$ cat src/include/pmw_consts.svh
`ifndef PMW_CONSTS_SVH
`define PMW_CONSTS_SVH

`define PMW_ADDR_W 8
`define PMW_CTRL_OFS 8'h84
`define PMW_BYTE_TEST_OFS 8'h64

`define PMW_MODE_HI 13
`define PMW_MODE_LO 12
`define PMW_XRST_BIT 10
`define PMW_WOL_BIT 9
`define PMW_ED_BIT 8
`define PMW_TYPE_BIT 6
`define PMW_CAUSE_HI 5
`define PMW_CAUSE_LO 4
`define PMW_IND_BIT 3
`define PMW_POL_BIT 2
`define PMW_OEN_BIT 1
`define PMW_RDY_BIT 0

`define PMW_CTRL_RESET 32'h0000_0000

`define PMW_CLK_MHZ 200
`define PMW_XRST_US 100
`define PMW_PULSE_MS 50
`define PMW_XRST_CYC (`PMW_XRST_US * `PMW_CLK_MHZ)
`define PMW_PULSE_CYC (`PMW_PULSE_MS * 1000 * `PMW_CLK_MHZ)
`define PMW_SETTLE_CYC 16

`endif

$ cat src/include/pmw_pkg.sv
package pmw_pkg;

  typedef enum logic [1:0] {
    PMW_FULL_POWER = 2'b00,
    PMW_PATTERN_WAKE = 2'b01,
    PMW_ENERGY_DETECT = 2'b10,
    PMW_RESERVED = 2'b11
  } pmw_state_t;

  typedef struct packed {
    logic cs;
    logic wr;
    logic rd;
    logic [7:0] addr;
    logic [31:0] wdata;
  } pmw_host_req_t;

  typedef struct packed {
    logic out;
    logic oe;
  } pmw_pin_t;

endpackage : pmw_pkg

$ cat src/hdl/pmw_power_ctrl.sv
`timescale 1ns/1ps
`include "pmw_consts.svh"

module pmw_power_ctrl
  import pmw_pkg::*;
#(
  parameter int XRST_CYCLES = `PMW_XRST_CYC,
  parameter int PULSE_CYCLES = `PMW_PULSE_CYC,
  parameter int SETTLE_CYCLES = `PMW_SETTLE_CYC
) (
  input wire logic clock_i,
  input wire logic nrst_i,
  input wire pmw_host_req_t host_req_i,
  input wire logic wake_frame_evt_i,
  input wire logic energy_evt_i,
  output logic [31:0] host_rdata_o,
  output pmw_state_t power_state_o,
  output logic transceiver_reset_o,
  output logic device_ready_o,
  output logic wake_event_out_o,
  output logic wake_event_oe_o,
  output logic wake_event_interrupt_o
);

  localparam int XW = $clog2(XRST_CYCLES + 1);
  localparam int PW = $clog2(PULSE_CYCLES + 1);
  localparam int SW = $clog2(SETTLE_CYCLES + 1);

  pmw_state_t state_ff, nxt_state;
  logic ready_ff, nxt_ready;
  logic read_seen_ff, nxt_read_seen;
  logic xrst_ff, nxt_xrst;
  logic wake_on_frame_enable_ff, nxt_wake_on_frame_enable;
  logic energy_detect_enable_ff, nxt_energy_detect_enable;
  logic type_ff, nxt_type;
  logic ind_ff, nxt_ind;
  logic pol_ff, nxt_pol;
  logic oen_ff, nxt_oen;
  logic [1:0] cause_ff, nxt_cause;
  logic [31:0] rdata_ff, nxt_rdata;
  logic pin_out_ff, nxt_pin_out;
  logic pin_oe_ff, nxt_pin_oe;
  logic irq_ff, nxt_irq;
  logic [XW-1:0] xrst_len_ff, nxt_xrst_len;

  logic wr_ctrl, rd_any, wr_byte_test, wr_ok;
  logic set_energy, set_frame, active, pulse_start;
  logic xrst_start, xrst_done, pulse_busy, settle_busy, settle_start;
  logic [1:0] cause_clr;
  logic [31:0] ctrl_view;

  assign wr_ctrl = host_req_i.cs && host_req_i.wr &&
                   host_req_i.addr == `PMW_CTRL_OFS;
  assign wr_byte_test = host_req_i.cs && host_req_i.wr &&
                        host_req_i.addr == `PMW_BYTE_TEST_OFS;
  assign rd_any = host_req_i.cs && host_req_i.rd;
  // A write in the same cycle as the first read still counts as early
  assign wr_ok = wr_ctrl && read_seen_ff && ready_ff;

  assign set_energy = energy_detect_enable_ff && energy_evt_i;
  assign set_frame = wake_on_frame_enable_ff && wake_frame_evt_i;

  // Transceiver reset interval
  assign xrst_start = wr_ok && !xrst_ff &&
                      host_req_i.wdata[`PMW_XRST_BIT];
  pmw_timer #(.CYCLES(XRST_CYCLES), .W(XW)) u_xrst_timer (
    .clock_i(clock_i),
    .nrst_i(nrst_i),
    .start_i(xrst_start),
    .busy_o(),
    .done_o(xrst_done)
  );

  // Wake-up settle interval before the ready flag rises
  assign settle_start = (state_ff != PMW_FULL_POWER) && wr_byte_test;
  pmw_timer #(.CYCLES(SETTLE_CYCLES), .W(SW)) u_settle_timer (
    .clock_i(clock_i),
    .nrst_i(nrst_i),
    .start_i(settle_start),
    .busy_o(settle_busy),
    .done_o()
  );

  // Pulse starts only on a fresh cause, not on a persisting one
  assign pulse_start = (set_energy && !cause_ff[0]) ||
                       (set_frame && !cause_ff[1]);
  pmw_timer #(.CYCLES(PULSE_CYCLES), .W(PW)) u_pulse_timer (
    .clock_i(clock_i),
    .nrst_i(nrst_i),
    .start_i(pulse_start),
    .busy_o(pulse_busy),
    .done_o()
  );

  always_comb begin
    ctrl_view = '0;
    ctrl_view[`PMW_MODE_HI:`PMW_MODE_LO] = state_ff;
    ctrl_view[`PMW_XRST_BIT] = xrst_ff;
    ctrl_view[`PMW_WOL_BIT] = wake_on_frame_enable_ff;
    ctrl_view[`PMW_ED_BIT] = energy_detect_enable_ff;
    ctrl_view[`PMW_TYPE_BIT] = type_ff;
    ctrl_view[`PMW_CAUSE_HI:`PMW_CAUSE_LO] = cause_ff;
    ctrl_view[`PMW_IND_BIT] = ind_ff;
    ctrl_view[`PMW_POL_BIT] = pol_ff;
    ctrl_view[`PMW_OEN_BIT] = oen_ff;
    ctrl_view[`PMW_RDY_BIT] = ready_ff;
  end

  always_comb begin
    nxt_state = state_ff;
    nxt_ready = ready_ff;
    nxt_read_seen = read_seen_ff || rd_any;
    nxt_xrst = xrst_ff;
    nxt_wake_on_frame_enable = wake_on_frame_enable_ff;
    nxt_energy_detect_enable = energy_detect_enable_ff;
    nxt_type = type_ff;
    nxt_ind = ind_ff;
    nxt_pol = pol_ff;
    nxt_oen = oen_ff;
    cause_clr = 2'b00;
    nxt_rdata = '0;
    if (rd_any && host_req_i.addr == `PMW_CTRL_OFS) begin
      nxt_rdata = ctrl_view;
    end
    if (settle_start) begin
      nxt_state = PMW_FULL_POWER;
      nxt_read_seen = 1'b0;
    end else if (!settle_busy && !ready_ff &&
                 state_ff == PMW_FULL_POWER) begin
      nxt_ready = 1'b1;
      nxt_read_seen = 1'b0;
    end
    if (xrst_done) begin
      nxt_xrst = 1'b0;
    end
    // Saturates, since a hold longer than the minimum is legal
    nxt_xrst_len = '0;
    if (xrst_ff && xrst_len_ff != XW'(XRST_CYCLES)) begin
      nxt_xrst_len = xrst_len_ff + XW'(1);
    end else if (xrst_ff) begin
      nxt_xrst_len = xrst_len_ff;
    end
    if (wr_ok) begin
      nxt_wake_on_frame_enable = host_req_i.wdata[`PMW_WOL_BIT];
      nxt_energy_detect_enable = host_req_i.wdata[`PMW_ED_BIT];
      nxt_type = host_req_i.wdata[`PMW_TYPE_BIT];
      nxt_ind = host_req_i.wdata[`PMW_IND_BIT];
      nxt_pol = host_req_i.wdata[`PMW_POL_BIT];
      nxt_oen = host_req_i.wdata[`PMW_OEN_BIT];
      cause_clr = host_req_i.wdata[`PMW_CAUSE_HI:`PMW_CAUSE_LO];
      if (xrst_start) begin
        nxt_xrst = 1'b1;
      end
      // The reserved code and the full-power code are refused and the state left as it was
      if (host_req_i.wdata[`PMW_MODE_HI:`PMW_MODE_LO] != 2'b11 &&
          host_req_i.wdata[`PMW_MODE_HI:`PMW_MODE_LO] != 2'b00) begin
        nxt_state = pmw_state_t'(
          host_req_i.wdata[`PMW_MODE_HI:`PMW_MODE_LO]);
        nxt_ready = 1'b0;
      end
    end
    // Event wins over a clear; a live source blocks its clear
    nxt_cause[0] = set_energy ||
                   (cause_ff[0] && !(cause_clr[0] && !energy_evt_i));
    nxt_cause[1] = set_frame ||
                   (cause_ff[1] && !(cause_clr[1] && !wake_frame_evt_i));
  end

  always_comb begin
    active = oen_ff && (ind_ff ? pulse_busy
             : ((cause_ff[0] && energy_detect_enable_ff) ||
                (cause_ff[1] && wake_on_frame_enable_ff)));
    nxt_irq = (cause_ff[0] && energy_detect_enable_ff) ||
              (cause_ff[1] && wake_on_frame_enable_ff);
    if (type_ff) begin
      nxt_pin_oe = 1'b1;
      nxt_pin_out = pol_ff ? active : !active;
    end else begin
      nxt_pin_oe = active;
      nxt_pin_out = 1'b0;
    end
  end

  always_ff @(posedge clock_i or negedge nrst_i) begin
    if (!nrst_i) begin
      state_ff <= PMW_FULL_POWER;
      ready_ff <= 1'b0;
      read_seen_ff <= 1'b0;
      xrst_ff <= 1'b0;
      wake_on_frame_enable_ff <= 1'b0;
      energy_detect_enable_ff <= 1'b0;
      type_ff <= 1'b0;
      ind_ff <= 1'b0;
      pol_ff <= 1'b0;
      oen_ff <= 1'b0;
      cause_ff <= 2'b00;
      rdata_ff <= `PMW_CTRL_RESET;
      pin_out_ff <= 1'b0;
      pin_oe_ff <= 1'b0;
      irq_ff <= 1'b0;
      xrst_len_ff <= '0;
    end else begin
      state_ff <= nxt_state;
      ready_ff <= nxt_ready;
      read_seen_ff <= nxt_read_seen;
      xrst_ff <= nxt_xrst;
      wake_on_frame_enable_ff <= nxt_wake_on_frame_enable;
      energy_detect_enable_ff <= nxt_energy_detect_enable;
      type_ff <= nxt_type;
      ind_ff <= nxt_ind;
      pol_ff <= nxt_pol;
      oen_ff <= nxt_oen;
      cause_ff <= nxt_cause;
      rdata_ff <= nxt_rdata;
      pin_out_ff <= nxt_pin_out;
      pin_oe_ff <= nxt_pin_oe;
      irq_ff <= nxt_irq;
      xrst_len_ff <= nxt_xrst_len;
    end
  end

  assign host_rdata_o = rdata_ff;
  assign power_state_o = state_ff;
  assign transceiver_reset_o = xrst_ff;
  assign device_ready_o = ready_ff;
  assign wake_event_out_o = pin_out_ff;
  assign wake_event_oe_o = pin_oe_ff;
  assign wake_event_interrupt_o = irq_ff;

  property p_mode_legal;
    @(posedge clock_i) disable iff (!nrst_i) state_ff != PMW_RESERVED;
  endproperty
  a_mode_legal: assert property (p_mode_legal)
    else $error("power state holds reserved code");

  property p_byte_wake;
    @(posedge clock_i) disable iff (!nrst_i)
      (wr_byte_test && state_ff != PMW_FULL_POWER)
      |=> state_ff == PMW_FULL_POWER && !ready_ff;
  endproperty
  a_byte_wake: assert property (p_byte_wake)
    else $error("endian test write did not wake the device");

  property p_xrst_hold;
    @(posedge clock_i) disable iff (!nrst_i)
      $fell(xrst_ff) |-> xrst_len_ff == XW'(XRST_CYCLES);
  endproperty
  a_xrst_hold: assert property (p_xrst_hold)
    else $error("transceiver reset interval wrong");

  property p_xrst_ignore;
    @(posedge clock_i) disable iff (!nrst_i)
      (xrst_ff && !xrst_done) |=> xrst_ff && !$rose(xrst_ff);
  endproperty
  a_xrst_ignore: assert property (p_xrst_ignore)
    else $error("transceiver reset disturbed while high");

  property p_irq_frame;
    @(posedge clock_i) disable iff (!nrst_i)
      (set_frame && wake_on_frame_enable_ff) |=> ##1 wake_event_interrupt_o;
  endproperty
  a_irq_frame: assert property (p_irq_frame)
    else $error("frame wake gave no interrupt");

  property p_irq_energy;
    @(posedge clock_i) disable iff (!nrst_i)
      (set_energy && energy_detect_enable_ff) |=> ##1 wake_event_interrupt_o;
  endproperty
  a_irq_energy: assert property (p_irq_energy)
    else $error("energy wake gave no interrupt");

  property p_cause_both;
    @(posedge clock_i) disable iff (!nrst_i)
      (set_frame && set_energy) |=> cause_ff == 2'b11;
  endproperty
  a_cause_both: assert property (p_cause_both)
    else $error("cause field not multiple on two events");

  property p_cause_held;
    @(posedge clock_i) disable iff (!nrst_i)
      (cause_ff[0] && energy_evt_i) |=> cause_ff[0];
  endproperty
  a_cause_held: assert property (p_cause_held)
    else $error("cause cleared while its source was live");

  property p_open_drain;
    @(posedge clock_i) disable iff (!nrst_i)
      !type_ff ##1 !$past(type_ff) |-> !wake_event_out_o;
  endproperty
  a_open_drain: assert property (p_open_drain)
    else $error("open-drain output driven high");

  property p_write_gate;
    @(posedge clock_i) disable iff (!nrst_i)
      (wr_ctrl && !read_seen_ff) |=> $stable(oen_ff) && $stable(wake_on_frame_enable_ff);
  endproperty
  a_write_gate: assert property (p_write_gate)
    else $error("control write took effect before a read");

endmodule : pmw_power_ctrl

$ cat src/hdl/pmw_timer.sv
`timescale 1ns/1ps
// One-shot interval counter; start is ignored while running
module pmw_timer #(
  parameter int CYCLES = 16,
  parameter int W = 8
) (
  input wire logic clock_i,
  input wire logic nrst_i,
  input wire logic start_i,
  output logic busy_o,
  output logic done_o
);

  logic [W-1:0] cnt_ff;
  logic [W-1:0] nxt_cnt;

  always_comb begin
    nxt_cnt = cnt_ff;
    if (cnt_ff != '0) begin
      nxt_cnt = cnt_ff - W'(1);
    end else if (start_i) begin
      nxt_cnt = W'(CYCLES);
    end
  end

  always_ff @(posedge clock_i or negedge nrst_i) begin
    if (!nrst_i) begin
      cnt_ff <= '0;
    end else begin
      cnt_ff <= nxt_cnt;
    end
  end

  assign busy_o = (cnt_ff != '0);
  assign done_o = (cnt_ff == W'(1));

endmodule : pmw_timer

$ cat config.mk
export PLATFORM = sky130hd
export DESIGN_NAME = pmw_power_ctrl
export DESIGN_NICKNAME = d
export VERILOG_FILES = /design/src/include/pmw_pkg.sv /design/src/hdl/pmw_power_ctrl.sv /design/src/hdl/pmw_timer.sv
export VERILOG_INCLUDE_DIRS = /design/src /design/src/include
export SDC_FILE = /design/constraint.sdc
export NUM_CORES = 1
export LEC_CHECK = 0
export ABC_AREA = 1
export ABC_CLOCK_PERIOD_IN_PS = 1900
export BUFFER_PORTS_ARGS = -buffer_cell sky130_fd_sc_hd__buf_2
export CAP_MARGIN = 10
export CORE_MARGIN = 2
export CORE_UTILIZATION = 41
export CTS_CLUSTER_DIAMETER = 200
export DETAILED_ROUTE_END_ITERATION = 10
export PLACE_DENSITY = 0.68
export SYNTH_ARGS = -nofsm -noshare
export SYNTH_HDL_FRONTEND = slang
export SYNTH_SLANG_ARGS = --single-unit
$ cat constraint.sdc
create_clock -name clock_i -period 1.9 [get_ports clock_i]
set_input_delay 0 -clock clock_i [delete_from_list [all_inputs] [get_ports clock_i]]
set_output_delay 0 -clock clock_i [all_outputs]
set_load 0.01 [all_outputs]
After elaboration in Yosys (flattened, before gate mapping)
Index checks and enable logic that the tools add are counted.
{"block": "word_totals", "wordCells": 97, "rom_bits": 0, "ramBits": 0, "out_inout_bits": 39, "input_bits": 47, "reg_bits": 92, "n_memories": 0, "latch_bits": 0}
{"block": "classes", "div_mod_pow": 0, "n_reduce_logical": 48, "add_sub_neg": 3, "bitwise": 0, "n_mux": 24, "eq_ne": 4, "multipliers": 0, "shifts": 0, "magnitude_cmp": 0}
{"cell": "24-bit two-way mux", "count": 2}
{"cell": "15-bit two-way mux", "count": 2}
{"cell": "1-bit logical AND", "count": 24}
{"cell": "24-bit nonzero test", "count": 1}
{"cell": "24-bit by 1-bit subtractor with 24-bit output (second input constant)", "count": 1}
{"cell": "15-bit by 1-bit == test with 1-bit output (second input constant)", "count": 1}
{"cell": "15-bit nonzero test", "count": 1}
{"cell": "15-bit by 1-bit subtractor with 15-bit output (second input constant)", "count": 1}
{"cell": "14-bit two-way mux", "count": 1}
{"cell": "1-bit two-way mux", "count": 13}
{"cell": "1-bit zero test", "count": 10}
{"cell": "5-bit two-way mux", "count": 2}
{"cell": "2-bit nonzero test", "count": 5}
{"cell": "8-bit by 7-bit == test with 1-bit output (second input constant)", "count": 1}
{"cell": "8-bit == test (second input constant)", "count": 1}
{"cell": "2-bit two-way mux", "count": 4}
{"cell": "1-bit logical OR", "count": 5}
{"cell": "5-bit nonzero test", "count": 1}
{"cell": "5-bit by 1-bit subtractor with 5-bit output (second input constant)", "count": 1}
{"cell": "2-bit zero test", "count": 1}
{"cell": "2-bit != test (second input constant)", "count": 1}

Depth between registers and ports, before layout
Gate-level depths: netlist (run 1).
{"block": "logic_depth", "depth_word": 9, "ltp_mapped": 9, "ltp_nobuf": 9}

Modules after synthesis
Synthesis (run 1) repeated with hierarchy kept, for this count alone.
{"block": "unflattened", "hier_cells": 527, "area_unflattened_um2": 4053.9}
{"mod": "pmw_timer (u_pulse_timer)", "n_inst": 1, "seq_area_each_um2": 600.6, "cells_per_inst": 203, "area_per_inst_um2": 1468.9}
{"mod": "pmw_power_ctrl", "n_inst": 1, "seq_area_each_um2": 700.7, "cells_per_inst": 159, "area_per_inst_um2": 1356.3}
{"mod": "pmw_timer (u_xrst_timer)", "n_inst": 1, "seq_area_each_um2": 375.4, "cells_per_inst": 130, "area_per_inst_um2": 924.6}
{"mod": "pmw_timer (u_settle_timer)", "n_inst": 1, "seq_area_each_um2": 125.1, "cells_per_inst": 35, "area_per_inst_um2": 304.0}

Least setup slack after synthesis (run 1)
OpenSTA, ideal clock, no wires.
{"block": "synth_path", "path_kind": "flip-flop to flip-flop", "startpoint": "register u_pulse_timer.cnt_ff[0]", "endpoint": "register u_pulse_timer.cnt_ff[12]", "period_less_slack_ns": 1.456, "required_ns": 1.780, "setup_ns": 0.120, "arrival_time_ns": 1.336, "slack_ns": 0.444, "n_path_buf": 0, "path_stages_with_launch": 9, "path_cell_list": "dfrtp_1 inv_1 ha_1 inv_1 nor2_1 nand2_1 xnor2_1 o21ai_0 inv_1"}
{"block": "synth_via", "elab_chain_cells": 2, "word_cells_on_any_way": 4, "cone_classes": "add/sub (1); mux (1); reduce/logical (2)"}
{"item": "start, declared", "line_no": "pmw_timer.sv:14", "source": "logic [W-1:0] cnt_ff;"}
{"item": "start signal, assigned", "line_no": "pmw_timer.sv:30", "source": "cnt_ff <= nxt_cnt;"}
{"item": "24-bit by 1-bit subtractor with 24-bit output / 24-bit nonzero test (equally long branches)", "line_no": "pmw_timer.sv:20, pmw_timer.sv:19"}
{"item": "24-bit two-way mux / 2-bit nonzero test (equally long branches)"}
Several ways; a longest one is shown, not always the timed one.
A chain may end at the register's enable or synchronous reset.

Worst setup path after layout (run 1)
{"block": "layout_path", "startpoint": "register ready_ff (netlist: device_ready_o)", "endpoint": "register cause_ff[1]"}
{"block": "layout_via", "elab_chain_cells": 6}
{"item": "start, declared", "line_no": "pmw_power_ctrl.sv:30", "source": "logic ready_ff, nxt_ready;"}
{"item": "start signal, assigned", "line_no": "pmw_power_ctrl.sv:204", "source": "ready_ff <= nxt_ready;"}
{"item": "1-bit logical AND", "line_no": "pmw_power_ctrl.sv:58", "source": "assign wr_ok = wr_ctrl && read_seen_ff && ready_ff;"}
{"item": "2-bit two-way mux", "line_no": "pmw_power_ctrl.sv:143", "source": "if (wr_ok) begin"}
{"item": "1-bit logical AND", "line_no": "pmw_power_ctrl.sv:166", "source": "(cause_ff[1] && !(cause_clr[1] && !wake_frame_evt_i));"}
{"item": "1-bit zero test", "line_no": "pmw_power_ctrl.sv:166"}
{"item": "1-bit logical AND", "line_no": "pmw_power_ctrl.sv:166"}
{"item": "1-bit logical OR", "line_no": "pmw_power_ctrl.sv:165", "source": "nxt_cause[1] = set_frame ||"}
{"item": "net nxt_cause[1]", "line_no": "pmw_power_ctrl.sv:39", "source": "logic [1:0] cause_ff, nxt_cause;"}
{"item": "end signal, assigned", "line_no": "pmw_power_ctrl.sv:213", "source": "cause_ff <= nxt_cause;"}
{"item": "end, declared", "line_no": "pmw_power_ctrl.sv:39"}
The timed path passes the listed nets, and every way through them passes these cells.

==> results of run 1 <==
==> sequential cells by signal (all words and copies together) (netlist names) <==
register                 flops
u_pulse_timer.cnt_ff        24
u_xrst_timer.cnt_ff         15
host_rdata_o                12
u_settle_timer.cnt_ff        5
cause_ff                     2
power_state_o                2
device_ready_o               1
energy_detect_enable_ff      1
ind_ff                       1
oen_ff                       1
pol_ff                       1
read_seen_ff                 1
transceiver_reset_o          1
type_ff                      1
wake_event_interrupt_o       1
wake_event_oe_o              1
wake_event_out_o             1
wake_on_frame_enable_ff      1
==> tightest hold or removal path, cell delays in order <==
cell and delay (ps):
buf_2 80, or2_2 100, or2_1 110, a21oi_1 60
==> how the worst min path moves through the flow <==
stage / startpoint / to / slack [ps]
2_1_floorplan: nrst_i / cause_ff[0] / -300
3_3_place_gp: nrst_i / host_rdata_o[2] / 30
4_1_cts: host_req_i[13] / power_state_o[0] / 20
6_report: host_req_i[13] / power_state_o[0] / 40
3_5_place_dp: nrst_i / host_rdata_o[2] / 40
5_1_grt: host_req_i[13] / power_state_o[0] / 50
==> where the power goes <==
part,internal [W],switching (W)
Sequential,0.00160,0.0000405
Clock,0.000608,0.000598
Combinational,0.000137,0.000193
Total,0.00234,0.000832
==> Yosys cell counts (all sizes together) <==
cell type and number:
conb 1, dfrtp 72, nor2 87, o31ai 1
and3 1, nor3b 3, nand4 12, o22ai 3
nand3b 2, ha 7, xor2 10, a21boi 1
clkinv 1, clkbuf 1, o21ai 18, xnor2 7
nor3 10, buf 23, or2 4, nor4 2
nand2 107, and2 2, inv 65, nand3 28
a21oi 15, o21a 3
==> logic make-up (layout without fill, tap and decap cells) <==
family	count (synthesis)	in the layout	synth area share, %
compound gates	41	41	5.69
xor+xnor	17	17	3.83
fa+ha+maj	7	7	2.25
buf+inv	90	146	11.0
flops	72	72	46.3
other cells	1	20	0.0964
simple gates	258	258	30.8
==> metrics by stage <==
stage / cells / setup WS [ps]
2_1_floorplan: 505 / 444
3_5_place_dp: 660 / 283
6_report: 690 / 177
3_3_place_gp: 660 / 319
5_1_grt: 690 / 55.2
4_1_cts: 690 / 68.0
==> metal layers <==
layer / part of all wire (%) / up-vias / track usage [%]
met5: 0 / - / 0
met3: 4.3 / 14 / 4.55
met1: 47 / 1455 / 21.5
met2: 48 / 70 / 26.7
met4: 1.4 / 0 / 5.51
li1: - / 1626 / -
==> layout make-up <==
type | count | area [um2]
inverters | 66 | 253
clock buffers | 9 | 124
repair buffers | 65 | 440
multi-input cells | 343 | 1740
fillers | 898 | 4650
flip-flops and latches | 72 | 1800
well taps | 129 | 161
clock inverters | 6 | 68.8
==> repair_timing <==
action	CTS	global route
resized for setup	0	2
hold buffers	15	0
setup endpoints to repair	0	1
endpoints found under the hold margin	32	0
==> results.sh, run 1 <==
export IMPL_min_path_type="primary input to flop"
export IMPL_end_kind="flop"
export IMPL_fmax_mhz=580
export IMPL_ys_warn_count=0
export IMPL_dieArea_um2=10300
export IMPL_netlist_area_um2=3890
export IMPL_dp_hpwl_mm=5.83
export IMPL_fin_skew_ps=7.20
export IMPL_synth_cell_types=40
export IMPL_final_max_slew_viol_count=0
export IMPL_status="finished clean"
export IMPL_synth_area_per_cell_um2=8.01
export IMPL_die_x_um=101
export IMPL_rr_endpoint="cause_ff[1]"
export IMPL_vdd_drop_max_mv=0.330
export IMPL_critPathLaunchType="flop"
export IMPL_row_count=35
export IMPL_syn_inst=486
export IMPL_final_util_pct=49.7
export IMPL_mostFrequentLayoutCell="nand2_1"
export IMPL_cp_top_family="simple AND/OR/NAND/NOR gates"
export IMPL_post_cts_buffers=0
export IMPL_dpl_instance_area_um2=4240
export IMPL_io_pins=86
export IMPL_grt_pass1_vias=3035
export IMPL_drt_pre_antenna_iters=4
export IMPL_clock_sinks=72
export IMPL_cts_buffers=9
export IMPL_cts_tree="yes"
export IMPL_hold_depth=4
export IMPL_grt_overflow=0
export IMPL_power_leakage_nw=2.33
export IMPL_fin_setup_tns_ps=0
export IMPL_path_buf_inv=1
export IMPL_wire_per_inst_um=11.3
export IMPL_synth_top_cell_area_share_pct=46.3
export IMPL_synth_area_leaders="dfrtp_1, nand2_1, nor2_1"
export IMPL_start_util_pct=42.1
export IMPL_ys_seq_area_share_pct=46.3
export IMPL_antenna_left=0
export IMPL_clockBufferDepth=2
export IMPL_via_per_inst=4.59
export IMPL_final_area_um2=4590
export IMPL_root_buffer="clkbuf_8"
export IMPL_crit_end="cause_ff[1]"
export IMPL_antenna_found_initial=0
export IMPL_htreeDepth=3
export IMPL_required_ps=2140
export IMPL_grt_pass1_wl_mm=13.5
export IMPL_drtIter0Drc=128
export IMPL_reg2reg_from="device_ready_o"
export IMPL_synth_area_leader_cell="dfrtp_1"
export IMPL_grt_max_degree=30
export IMPL_layout_min_cycle_time_ps=1720
export IMPL_clk_pin_slew_ps=80
export IMPL_core_area_um2=9240
export IMPL_path_class="flop to flop"
export IMPL_most_common_layout_cells="nand2_1, dfrtp_1, nor2_1, inv_1, buf_2"
export IMPL_finalWirelength_mm=7.80
export IMPL_worst_slew_pin_slew_ps=624
export IMPL_power_w=0.00317
export IMPL_vias=3165
export IMPL_rsz0062_at_grt="no"
export IMPL_crit_path_max_fanout=8
export IMPL_drc=0
export IMPL_path_depth=6
export IMPL_fp_dieH_um=101
export IMPL_reg2reg_depth=6
export IMPL_worstPathArrival_ps=1960
export IMPL_layout_nets=611
export IMPL_power_density_nw_per_um2=691
export IMPL_slowest_delay_ps=560
export IMPL_setup_viol=0
export IMPL_cp_cell_sequence="nand2_1, nor2_1, nand3_2, nor3b_2, a21oi_1, dlygate4sd3_1"
export IMPL_clk_latency_ps=350
export IMPL_worst_hold_slack_ps=40.5
export IMPL_insertedDiodeCount=0
export IMPL_r2r_setup_slack_ps=180
export IMPL_finalCritPeriodShare_pct=90.7
export IMPL_yosys_register_bits=72
export IMPL_startpoint="device_ready_o"
export IMPL_hold_viol_final=0
export IMPL_syn_to_final_growth_pct=18.0
export IMPL_place_congestion=0.894
export IMPL_drive_above_1_share_pct=17.1
export IMPL_max_slew_margin_pct=58.3
export IMPL_port_buffers=44
export IMPL_track_usage_pct=16.5
export IMPL_cp_slowest_cell="dlygate4sd3_1"
export IMPL_maxCapViolCount=0
Note: power is estimated with default switching activity, not from simulation.
==> run 2: changes to the inputs <==
ABC_CLOCK_PERIOD_IN_PS = 2100   (was 1900)
CORE_UTILIZATION = 40   (was 41)
PLACE_DENSITY = 0.67   (was 0.68)
clock period = 2.1 ns   (was 1.9 ns; I/O delays follow)
==> run 2 against run 1 <==
Total power is 1.3% lower; non-clock buffer count down 5; count of clock-buffer cells in the layout is 2 higher; via count shrank 0.57%; combinational power is 14% lower; critical endpoint is now cause_ff[0]; sequential power down 9.8%; global-route usage fell by 0.44 points.
==> results.sh, run 2 (synthesis gave the netlist of run 1 again) <==
export IMPL_most_common_layout_cells="nand2_1, dfrtp_1, nor2_1, inv_1, buf_2"
export IMPL_final_max_slew_viol_count=0
export IMPL_multi_input_area_um2=1740
export IMPL_rr_endpoint="cause_ff[0]"
export IMPL_htreeDepth=3
export IMPL_combPwrFrac_pct=9.1
export IMPL_mostFrequentLayoutCell="nand2_1"
export IMPL_sw_frac_of_total_pct=22.9
export IMPL_root_buffer="clkbuf_8"
export IMPL_grt_overflow=0
export IMPL_grt_pass1_wl_mm=13.3
export IMPL_worstHoldStart="host_req_i[13]"
export IMPL_clk_latency_ps=340
export IMPL_required_ps=2320
export IMPL_seq_power_share_pct=47.1
export IMPL_power_w=0.00313
export IMPL_grt_pass1_vias=3109
export IMPL_status="finished clean"
export IMPL_track_usage_pct=16.1
export IMPL_dpl_worst_slack_ps=415
export IMPL_rsz0062_at_grt="no"
export IMPL_drive_above_1_share_pct=16.5
export IMPL_vdd_drop_max_mv=0.322
export IMPL_slowest_delay_ps=570
export IMPL_max_slew_margin_pct=61.4
export IMPL_vias=3147
export IMPL_via_per_inst=4.59
export IMPL_dp_cells=656
export IMPL_antenna_left=0
export IMPL_clk_pin_slew_ps=70
export IMPL_antenna_found_initial=0
export IMPL_drc=0
export IMPL_clockBufferDepth=2
export IMPL_clockPowerShare_pct=43.7
export IMPL_power_leakage_nw=2.33
export IMPL_seq_area_um2=1800
export IMPL_finalCritPeriodShare_pct=94.2
export IMPL_clock_sinks=72
export IMPL_r2r_setup_slack_ps=120
export IMPL_cp_slowest_cell="dlygate4sd3_1"
export IMPL_top_register="u_pulse_timer.cnt_ff"
export IMPL_cts_tree="yes"
export IMPL_cp_cell_sequence="nand2_1, nor2_1, nand3_2, buf_4, nor3b_1, a21oi_1, dlygate4sd3_1"
export IMPL_cts_buffers=9
export IMPL_wire_per_inst_um=11.4
export IMPL_switching_power_w=0.000719
export IMPL_io_pins=86
export IMPL_fin_setup_tns_ps=0
export IMPL_final_util_pct=49.3
export IMPL_die_x_um=103
export IMPL_drtIter0Drc=88
export IMPL_fin_skew_ps=9.90
export IMPL_insertedDiodeCount=0
export IMPL_largest_reg_flops=24
export IMPL_drt_pre_antenna_iters=4
export IMPL_final_cells=686
export IMPL_critPathLaunchType="flop"
export IMPL_worst_slew_pin_slew_ps=578
export IMPL_end_kind="flop"
export IMPL_row_count=35
export IMPL_power_density_nw_per_um2=682
export IMPL_finalWirelength_mm=7.82
export IMPL_place_congestion=0.924
export IMPL_dieArea_um2=10500
export IMPL_core_area_um2=9330
export IMPL_startpoint="device_ready_o"
export IMPL_crit_path_max_fanout=13
export IMPL_fill_cells=902
export IMPL_min_to="power_state_o[0]"
export IMPL_layout_nets=606
export IMPL_dp_hpwl_mm=5.71
export IMPL_setup_slack_ps=122
export IMPL_min_path_type="primary input to flop"
export IMPL_port_buffers=44
export IMPL_intPower_w=0.00241
export IMPL_maxCapViolCount=0
export IMPL_reg2reg_from="device_ready_o"
export IMPL_hold_depth=4
export IMPL_worstPathArrival_ps=2200
export IMPL_setup_viol=0
export IMPL_hold_viol_final=0
export IMPL_start_util_pct=41.7
export IMPL_layout_min_cycle_time_ps=1980
export IMPL_path_class="flop to flop"
export IMPL_grt_max_degree=73
export IMPL_syn_to_final_growth_pct=18.1
export IMPL_fmax_mhz=506
export IMPL_fp_dieH_um=103
export IMPL_reg2reg_depth=7
==> run 2: cell count changes in the layout (fill, tap and decap cells not counted), moves of 2 or more <==
cell and delta:
buf_4 -3, bufinv_16 +2, clkbuf_8 +2, inv_6 -2
==> run 2: worst max-delay path, delay by kind of cell, from the launching register on <==
family | cells | cell delay (ps)
buffers and inverters | 2 | 800
AND/OR/NAND/NOR | 4 | 560
flip-flops | 1 | 420
AO/OA/AOI/OAI | 1 | 70
==> run 2: layout make-up <==
cell class | count | share of cell area (%)
Sequential cell | 72 | 39.2
Multi-Input combinational cell | 343 | 37.8
Timing Repair Buffer | 60 | 8.44
Inverter | 66 | 5.50
Tap cell | 129 | 3.51
Clock buffer | 11 | 3.29
Clock inverter | 5 | 2.23
==> run 2: per-stage QoR <==
stage               area [um2]  hold slack [ps]
CTS                       4590             13.1
global route              4600             52.8
global placement          4200             55.8
detailed placement        4200             57.1
finish                    4600             31.6
floorplan                 3960             -296
==> run 2: what timing repair did <==
action                                 CTS  global route
gates resized for setup                  0             1
endpoints found under the hold margin   82             0
setup buffers                            0             0
hold buffers                            14             0
setup endpoints to repair                0             1
==> run 2: metal layers <==
layer,up-vias,part of all wire (%),track usage [%]
li1,1619,-,-
met1,1468,45,19.3
met2,56,50,27.9
met3,4,4.2,5.63
met4,0,0.56,3.90
met5,-,0,0
==> run 2: worst max path at each step <==
stage | slack, ps | endpoint | cells past startpoint
after floorplan | 640 | u_pulse_timer.cnt_ff[12] | 8
after detailed placement | 420 | u_pulse_timer.cnt_ff[12] | 8
final | 120 | cause_ff[0] | 7
after CTS | 80 | cause_ff[0] | 7
after global routing | 30 | cause_ff[0] | 7
after global placement | 430 | u_xrst_timer.cnt_ff[4] | 7
==> run 2: power by group through the flow <==
stage,registers (W),clock network (W),logic (W)
after CTS,0.00148,0.00141,0.000288
final,0.00148,0.00137,0.000286
after floorplan,0.00150,0,0.000205
after global routing,0.00148,0.00148,0.000336
after detailed placement,0.00151,0,0.000271
after global placement,0.00150,0,0.000258
